### config.mk
export PLATFORM = sky130hd
export DESIGN_NAME = npc_conn
export DESIGN_NICKNAME = d
export VERILOG_FILES = /design/src/npc_pkg.sv /design/src/npc_conn.sv /design/src/npc_timeout.sv
export VERILOG_INCLUDE_DIRS = /design/src /design/src/src
export SDC_FILE = /design/constraint.sdc
export NUM_CORES = 1
export LEC_CHECK = 0
export BUFFER_PORTS_ARGS = -buffer_cell sky130_fd_sc_hd__buf_4
export CAP_MARGIN = 25
export CORE_AREA = 2 2 81 83
export DETAILED_ROUTE_END_ITERATION = 10
export DIE_AREA = 0 0 83 85
export PLACE_DENSITY_LB_ADDON = 0.1
export SLEW_MARGIN = 5
export SYNTH_ARGS = -nofsm -noshare
export SYNTH_HDL_FRONTEND = slang
export SYNTH_SLANG_ARGS = --single-unit
### constraint.sdc
create_clock -name sys_clk_i -period 2.5 [get_ports sys_clk_i]
set_input_delay 0.5 -clock sys_clk_i [delete_from_list [all_inputs] [get_ports sys_clk_i]]
set_output_delay 0.5 -clock sys_clk_i [all_outputs]
set_load 0.005 [all_outputs]
### src/npc_defines.svh
// constants for the network port connection manager
// What this block does
// - after hard reset every per-port machine starts in not-connected
// - not-connected takes connect/listen, rejects rest, refuses remote, drops chars
// - listening awaits remote, drops chars, accept success gives connected
// - listening failed accept returns to not-connected, raises disconnected
// - listening with connect request frees listen resources, goes connecting
// - entering connecting issues an active open toward remote port
// - connecting accepts disconnect, rejects listen/send/receive, drops chars
// - connecting to not-connected on local disconnect or remote refusal
// - connecting to connected with indication when remote accepts
// - connected sends accepted data, services receive, raises received
// - connected refuses local connect requests
// - connected disconnect request starts shutdown, goes disconnecting
// - connected with disconnected indication goes straight to not-connected
// - disconnecting takes no new send data but still passes received data
// - disconnecting rejects all but receive, refuses remote, serves receive
// - disconnecting failed receive goes not-connected, raises disconnected
// - nexus loss on sending or receiving login with login reset flag one
// - nexus loss on ack answering own device reset unit
// - nexus loss on presence sense falling or remote reset line asserted
// - nexus loss on serial port disconnected; network port optional
// - network ack time-out starts at 2.5 s, changes only on time-out unit
// - serial port recomputes ack time-out on parameter change, later frames
// - drive device uses host presence sense to tell controller attached
`ifndef NPC_DEFINES_SVH
`define NPC_DEFINES_SVH
`define NPC_CLK_HZ        50000000
`define NPC_ACK_TO_MS     2500
`define NPC_ACK_TO_CYC    ((`NPC_ACK_TO_MS) * (`NPC_CLK_HZ / 1000))
`define NPC_REQ_NONE      3'h0
`define NPC_REQ_CONNECT   3'h1
`define NPC_REQ_LISTEN    3'h2
`define NPC_REQ_SEND      3'h3
`define NPC_REQ_RECEIVE   3'h4
`define NPC_REQ_DISCON    3'h5
`define NPC_NET_NEXUS_ON_DISC 1'b1
`endif

### src/npc_pkg.sv
// types for the network port connection manager
package npc_pkg;
    typedef enum logic [2:0]
    {
        NPC_NOT_CONN = 3'h0,
        NPC_LISTEN   = 3'h1,
        NPC_CONNING  = 3'h2,
        NPC_CONN     = 3'h3,
        NPC_DISCING  = 3'h4
    } npc_state_t;

    typedef enum logic [2:0]
    {
        NPC_OP_NONE    = 3'h0,
        NPC_OP_LISTEN  = 3'h1,
        NPC_OP_OPEN    = 3'h2,
        NPC_OP_CLOSE   = 3'h3,
        NPC_OP_SHUT    = 3'h4
    } npc_op_t;
endpackage : npc_pkg

### src/npc_conn.sv
// per-port connection state machine with nexus loss detection
`timescale 1ns/100ps
`include "npc_defines.svh"
module npc_conn #(
    parameter int unsigned DW    = 8,
    parameter int unsigned TO_W  = 32,
    parameter logic [TO_W-1:0] ACK_TO_CYC = TO_W'(`NPC_ACK_TO_CYC)
)
(
    // clock and reset
    input  wire logic            sys_clk_i,
    input  wire logic            reset_i,
    // service requests from local port
    input  wire logic [2:0]      req_i,
    input  wire logic [DW-1:0]   req_data_i,
    // network side results
    input  wire logic            accept_ok_i,
    input  wire logic            accept_fail_i,
    input  wire logic            connect_ok_i,
    input  wire logic            connect_fail_i,
    input  wire logic            remote_req_i,
    input  wire logic            rx_valid_i,
    input  wire logic [DW-1:0]   rx_data_i,
    input  wire logic            rx_fail_i,
    input  wire logic            disc_ind_i,
    // nexus loss sources
    input  wire logic            login_tx_i,
    input  wire logic            login_rx_i,
    input  wire logic            login_reset_flag_i,
    input  wire logic            ack_of_reset_i,
    input  wire logic            host_sense_i,
    input  wire logic            remote_reset_i,
    input  wire logic            serial_disc_i,
    // time-out control
    input  wire logic            serial_mode_i,
    input  wire logic            param_chg_i,
    input  wire logic [TO_W-1:0] param_to_i,
    input  wire logic            to_iu_i,
    input  wire logic [TO_W-1:0] to_iu_val_i,
    // network operations
    output logic [2:0]           net_op_o,
    output logic                 tx_valid_o,
    output logic [DW-1:0]        tx_data_o,
    output logic                 refuse_remote_o,
    // indications to local port
    output logic [2:0]           state_o,
    output logic                 connected_o,
    output logic                 disconnected_o,
    output logic                 received_o,
    output logic [DW-1:0]        rcv_data_o,
    output logic                 reject_o,
    output logic                 nexus_loss_o,
    output logic                 host_present_o,
    output logic [TO_W-1:0]      ack_to_o
);
    typedef struct packed
    {
        npc_pkg::npc_state_t st;
        npc_pkg::npc_op_t    op;
        logic                tx_v;
        logic [DW-1:0]       tx_d;
        logic                refuse;
        logic                conn;
        logic                disc;
        logic                rcv;
        logic [DW-1:0]       rcv_d;
        logic                rej;
        logic                nexus;
        logic                sense_q;
        logic                present;
        logic                rcv_pend;
    } npc_st_t;

    npc_st_t st_r;
    npc_st_t st_nxt;

    // ------------------------------------------------------------
    // state machine
    // ------------------------------------------------------------
    always_comb
    begin
        st_nxt        = st_r;
        st_nxt.op     = npc_pkg::NPC_OP_NONE;
        st_nxt.tx_v   = 1'b0;
        st_nxt.conn   = 1'b0;
        st_nxt.disc   = 1'b0;
        st_nxt.rcv    = 1'b0;
        st_nxt.rej    = 1'b0;
        st_nxt.nexus  = 1'b0;
        st_nxt.refuse = 1'b0;
        unique case (st_r.st)
            npc_pkg::NPC_NOT_CONN:
            begin
                st_nxt.refuse   = remote_req_i;
                st_nxt.rcv_pend = 1'b0;
                if (req_i == `NPC_REQ_LISTEN)
                begin
                    st_nxt.st = npc_pkg::NPC_LISTEN;
                    st_nxt.op = npc_pkg::NPC_OP_LISTEN;
                end
                else if (req_i == `NPC_REQ_CONNECT)
                begin
                    st_nxt.st = npc_pkg::NPC_CONNING;
                    st_nxt.op = npc_pkg::NPC_OP_OPEN;
                end
                else if (req_i != `NPC_REQ_NONE)
                    st_nxt.rej = 1'b1;
            end
            npc_pkg::NPC_LISTEN:
            begin
                // received characters are dropped here
                if (req_i == `NPC_REQ_CONNECT)
                begin
                    st_nxt.st = npc_pkg::NPC_CONNING;
                    st_nxt.op = npc_pkg::NPC_OP_OPEN;
                end
                else if (req_i == `NPC_REQ_DISCON || accept_fail_i)
                begin
                    st_nxt.st   = npc_pkg::NPC_NOT_CONN;
                    st_nxt.op   = npc_pkg::NPC_OP_CLOSE;
                    st_nxt.disc = 1'b1;
                end
                else if (accept_ok_i)
                begin
                    st_nxt.st   = npc_pkg::NPC_CONN;
                    st_nxt.conn = 1'b1;
                end
                else if (req_i != `NPC_REQ_NONE)
                    st_nxt.rej = 1'b1;
            end
            npc_pkg::NPC_CONNING:
            begin
                // chars and remote requests ignored meanwhile
                if (req_i == `NPC_REQ_DISCON || connect_fail_i)
                begin
                    st_nxt.st   = npc_pkg::NPC_NOT_CONN;
                    st_nxt.op   = npc_pkg::NPC_OP_CLOSE;
                    st_nxt.disc = 1'b1;
                end
                else if (connect_ok_i)
                begin
                    st_nxt.st   = npc_pkg::NPC_CONN;
                    st_nxt.conn = 1'b1;
                end
                else if (req_i != `NPC_REQ_NONE)
                    st_nxt.rej = 1'b1;
            end
            npc_pkg::NPC_CONN:
            begin
                if (disc_ind_i)
                begin
                    st_nxt.st   = npc_pkg::NPC_NOT_CONN;
                    st_nxt.op   = npc_pkg::NPC_OP_CLOSE;
                    st_nxt.disc = 1'b1;
                end
                else
                begin
                    if (req_i == `NPC_REQ_SEND)
                    begin
                        st_nxt.tx_v = 1'b1;
                        st_nxt.tx_d = req_data_i;
                    end
                    else if (req_i == `NPC_REQ_RECEIVE)
                        st_nxt.rcv_pend = 1'b1;
                    else if (req_i == `NPC_REQ_DISCON)
                    begin
                        st_nxt.st = npc_pkg::NPC_DISCING;
                        st_nxt.op = npc_pkg::NPC_OP_SHUT;
                    end
                    else if (req_i != `NPC_REQ_NONE)
                        st_nxt.rej = 1'b1;
                    if (rx_valid_i)
                    begin
                        st_nxt.rcv   = 1'b1;
                        st_nxt.rcv_d = rx_data_i;
                    end
                end
            end
            npc_pkg::NPC_DISCING:
            begin
                st_nxt.refuse = remote_req_i;
                if (rx_fail_i)
                begin
                    st_nxt.st   = npc_pkg::NPC_NOT_CONN;
                    st_nxt.op   = npc_pkg::NPC_OP_CLOSE;
                    st_nxt.disc = 1'b1;
                end
                else
                begin
                    if (req_i == `NPC_REQ_RECEIVE)
                        st_nxt.rcv_pend = 1'b1;
                    else if (req_i != `NPC_REQ_NONE)
                        st_nxt.rej = 1'b1;
                    if (rx_valid_i)
                    begin
                        st_nxt.rcv   = 1'b1;
                        st_nxt.rcv_d = rx_data_i;
                    end
                end
            end
            default:
            begin
                st_nxt.st = npc_pkg::NPC_NOT_CONN;
            end
        endcase

        // ------------------------------------------------------------
        // nexus loss; network disconnect counts too, a design option
        // ------------------------------------------------------------
        st_nxt.sense_q = host_sense_i;
        st_nxt.present = host_sense_i;
        if ((login_tx_i || login_rx_i) && login_reset_flag_i)
            st_nxt.nexus = 1'b1;
        if (ack_of_reset_i)
            st_nxt.nexus = 1'b1;
        if ((st_r.sense_q && !host_sense_i) || remote_reset_i)
            st_nxt.nexus = 1'b1;
        if (serial_disc_i || (st_nxt.disc && `NPC_NET_NEXUS_ON_DISC))
            st_nxt.nexus = 1'b1;
    end

    always_ff @(posedge sys_clk_i)
    begin
        if (reset_i)
        begin
            st_r    <= '0;
            st_r.st <= npc_pkg::NPC_NOT_CONN;
        end
        else
            st_r <= st_nxt;
    end

    // ------------------------------------------------------------
    // time-out
    // ------------------------------------------------------------
    npc_timeout #(
        .W    (TO_W),
        .INIT (ACK_TO_CYC)
    ) u_to (
        .sys_clk_i     (sys_clk_i),
        .reset_i       (reset_i),
        .serial_mode_i (serial_mode_i),
        .param_chg_i   (param_chg_i),
        .param_to_i    (param_to_i),
        .to_iu_i       (to_iu_i),
        .to_iu_val_i   (to_iu_val_i),
        .ack_to_o      (ack_to_o)
    );

    assign net_op_o        = st_r.op;
    assign tx_valid_o      = st_r.tx_v;
    assign tx_data_o       = st_r.tx_d;
    assign refuse_remote_o = st_r.refuse;
    assign state_o         = st_r.st;
    assign connected_o     = st_r.conn;
    assign disconnected_o  = st_r.disc;
    assign received_o      = st_r.rcv;
    assign rcv_data_o      = st_r.rcv_d;
    assign reject_o        = st_r.rej;
    assign nexus_loss_o    = st_r.nexus;
    assign host_present_o  = st_r.present;
endmodule : npc_conn

### src/npc_timeout.sv
// acknowledgement time-out holder
`timescale 1ns/100ps
`include "npc_defines.svh"
module npc_timeout #(
    parameter int unsigned W = 32,
    parameter logic [W-1:0] INIT = W'(`NPC_ACK_TO_CYC)
)
(
    input  wire logic         sys_clk_i,
    input  wire logic         reset_i,
    input  wire logic         serial_mode_i,
    input  wire logic         param_chg_i,
    input  wire logic [W-1:0] param_to_i,
    input  wire logic         to_iu_i,
    input  wire logic [W-1:0] to_iu_val_i,
    output logic      [W-1:0] ack_to_o
);
    typedef struct packed
    {
        logic [W-1:0] to;
    } npc_to_st_t;

    npc_to_st_t st_r;
    npc_to_st_t st_nxt;

    always_comb
    begin
        st_nxt = st_r;
        if (serial_mode_i && param_chg_i)
            st_nxt.to = param_to_i;
        else if (!serial_mode_i && to_iu_i)
            st_nxt.to = to_iu_val_i;
    end

    always_ff @(posedge sys_clk_i)
    begin
        if (reset_i)
            st_r <= '{to: INIT};
        else
            st_r <= st_nxt;
    end

    assign ack_to_o = st_r.to;
endmodule : npc_timeout

==> impl_results.md <==
- Run status: complete, no violations
- Final routed wire length divided by cell count: 13.9 µm
- Sw frac: 0.252
- VDD IR max: approximately 0.34 mV
- Number of I/O port buffers: 164
- Global-route track usage on met2: 0.376
- Clock tree from TritonCTS: done
- Path depth of the worst reg2reg path: 4
- Busiest layer in global routing: met2
- Number of placement rows: 29
- Clock share of power: 0.414
- Part of the power in registers: 0.434
- CTS max path bufs: 2
- Async set-reset flop share out of synthesis: 0
- Detail Placement HPWL: approximately 5700 µm
- H-Tree Level Count: 3
- Period utilisation layout: 0.788
- Worst path required time: 2.71 ns
- Overall routed net length: slightly below 8000 µm
- Global-route track usage on met3: 0.0574
- Placer congestion estimate: about 0.85
- Setup TNS: 0 ns
- Count of inserted antenna diode cells: 0
- Slew margin rel.: 0.561
- Crit Path Category: reg -> reg
- Number of antenna violations at the first check in global routing: 0
- Register area share after synthesis: 0.445
- Ratio of cells with drive above 1 in the final layout: 0.398
- Number of cells upsized or downsized after cts: 0
- Number of nets in the synthesized netlist: ~440
- Filler Cells Inserted: ~520
- Initial Utilization: 0.449
- Unrepaired setup endpoints after global routing: false
- Register cell area after layout: 1240 µm²
- GR met1 Demand/Resource: 0.264
- Max-cap violations: 0
- Worst skew pair latency: 0.34 ns
- Inserted Clock Buffers: 9
- Post-route DRC violation count: 0
- P_int: 1.83 mW
- Cell at the root of the clock tree: sky130_fd_sc_hd__clkbuf_8
- Endpoint kind of the worst setup timing path: flop
- Synth Cell Area: 2790 µm²
- Area growth, synth to finish: 52.7%
- I/O pin count: between 150 and 200
- Clock sinks: 62
- Via density: 5.11
- Maximum operating frequency: 508 MHz
- Number of synthesized register bits: 62
- Wire length of the first global-routing pass: approximately 13000 µm
- Count of antenna-violating nets left after detailed routing: 0
- Post-Syn Instances: 335
- Pins over their slew limit: 0
- Yosys warning count: 0
- Final Hold Viols: 0
- Final critical-path required period: 1.97 ns
- Post-synth EDFFs: 0
- Hold-critical path depth: 3
- Data arrival, critical path: about 2.2 ns
- Post CTS Setup Buffer Count: 0
- Area occupied by multi-input gates: 1400 µm²
- Final layout net count: 591
- Overflow after GRT: 0
- Worst clock skew: 0.0103 ns
- Final setup vio count: 0
- Number of global-route vias before repair: 2833
- Via count: 2913
- Number of design-rule violations left by the first detailed-router iteration: 100
- Combinational cell fraction of total power: 0.153
- Cell Pwr Density: 575 nW/µm²
- Largest net degree at the start of global routing: 41
- TritonRoute pass-1 iters: 4
- Internal reg-to-reg setup slack: 0.53 ns
- CTS Hold Buffers Added: 0
- Net switching power figure: 0.616 mW
- Number of different library cells in the post-synthesis netlist: 45
- Leading cell type in the layout, fill and taps excluded: sky130_fd_sc_hd__buf_4
- Hold Path Class: in -> reg
- Full die area: 7060 µm²
- Static Leakage: 2.06 nW
- Type of origin of the critical path: flop
- Maximum fanout encountered on the critical timing path: 14
- Synth Flop Type: sky130_fd_sc_hd__dfxtp_1
- Vertical die dimension: 85 µm
- Worst Max-Slew Pin Slew: 0.658 ns
- Fin util: 0.686
- Aggregate global-route resource usage: 0.223
- Mean cell area of the mapped netlist: 8.32 µm²
- Width of the chip: approximately 83 µm
- Most used cells in the layout excluding fill and tap cells: sky130_fd_sc_hd__buf_4, sky130_fd_sc_hd__nand2_1, sky130_fd_sc_hd__dfxtp_1
- Clock transition time at the flip-flop clock pins of the worst setup and hold paths: 0.08 ns
- Placeable core region: 6200 µm²
[layer usage]
metal | share of wire | up-vias
met5 | 0 | -
met1 | 0.42 | 1298
met2 | 0.48 | 131
li1 | - | 1465
met4 | 0.029 | 0
met3 | 0.073 | 19
[kinds of logic (layout without fill, tap and decap cells)]
| kind of cell | count (synthesis) | count (layout) | synth area share |
|---|---|---|---|
| simple gates | 169 | 169 | 0.288 |
| flops | 62 | 62 | 0.445 |
| compound gates | 56 | 56 | 0.147 |
| buf+inv | 29 | 187 | 0.0521 |
| mux | 18 | 18 | 0.0646 |
| xor+xnor | 1 | 1 | 0.00314 |
[power groups by stage]
| stage | clock network, mW | logic (mW) | registers [mW] |
|---|---|---|---|
| after CTS | 1.03 | 0.377 | 1.06 |
| after global routing | 1.06 | 0.412 | 1.07 |
| after floorplan | 0 | 0.148 | 1.08 |
| final | 1.01 | 0.374 | 1.06 |
| after global placement | 0 | 0.372 | 1.08 |
| after detailed placement | 0 | 0.376 | 1.08 |
[cells in the mapped netlist, types with 3 or more instances]
cell	count	area, µm²
sky130_fd_sc_hd__nor2_1	51	191
sky130_fd_sc_hd__nor3b_1	3	22.5
sky130_fd_sc_hd__nor3_1	4	20.0
sky130_fd_sc_hd__dfxtp_1	62	1240
sky130_fd_sc_hd__nand2b_1	3	18.8
sky130_fd_sc_hd__nand2_1	70	263
sky130_fd_sc_hd__o21ai_0	19	95.1
sky130_fd_sc_hd__mux2i_1	18	180
sky130_fd_sc_hd__buf_2	5	25.0
sky130_fd_sc_hd__a311oi_1	20	175
sky130_fd_sc_hd__nand3_1	6	30.0
sky130_fd_sc_hd__clkbuf_1	17	63.8
sky130_fd_sc_hd__buf_6	3	33.8
sky130_fd_sc_hd__a31oi_1	3	18.8
sky130_fd_sc_hd__and3_1	14	87.6
[layout make-up]
cell class / instances / share of cell area
Multi-Input combinational cell: 244 / 0.330
Tap cell: 77 / 0.0226
Clock inverter: 7 / 0.0241
Sequential cell: 62 / 0.292
Timing Repair Buffer: 169 / 0.301
Clock buffer: 9 / 0.0291
Inverter: 2 / 0.00176
[final timing paths]
check,from,end
max,state_o[1]$_SDFFE_PP0P_,tx_data_o[3]$_SDFFE_PP0P_
max reg2reg,state_o[1]$_SDFFE_PP0P_,tx_data_o[3]$_SDFFE_PP0P_
min reg2reg,u_to.ack_to_o[23]$_SDFFE_PP0P_,u_to.ack_to_o[23]$_SDFFE_PP0P_
min,rx_data_i[1],rcv_data_o[1]$_SDFFE_PP0P_
[worst max-delay path: stages (launching register included)]
cell and delay (ns):
sky130_fd_sc_hd__dfxtp_1 0.62, sky130_fd_sc_hd__and4bb_2 0.36, sky130_fd_sc_hd__and4b_1 0.54, sky130_fd_sc_hd__mux2i_1 0.26, sky130_fd_sc_hd__nor2_1 0.05
[through the flow]
stage	total power, mW	instances	hold WS [ns]	setup slack [ns]	area [µm²]
final	2.45	570	0.395	0.531	4260
after detailed placement	1.46	554	0.479	0.533	4030
after floorplan	1.23	335	0.475	0.856	2790
after CTS	2.46	570	0.385	0.541	4260
after global placement	1.45	554	0.469	0.604	4030
after global routing	2.54	570	0.394	0.404	4260
[flip-flops by register name, summed over array words and instances, names as in the netlist]
signal           cells
u_to.ack_to_o       32
rcv_data_o           8
tx_data_o            8
net_op_o             3
state_o              3
connected_o          1
disconnected_o       1
host_present_o       1
nexus_loss_o         1
received_o           1
refuse_remote_o      1
reject_o             1
tx_valid_o           1
(Power assumes the default switching activity.)
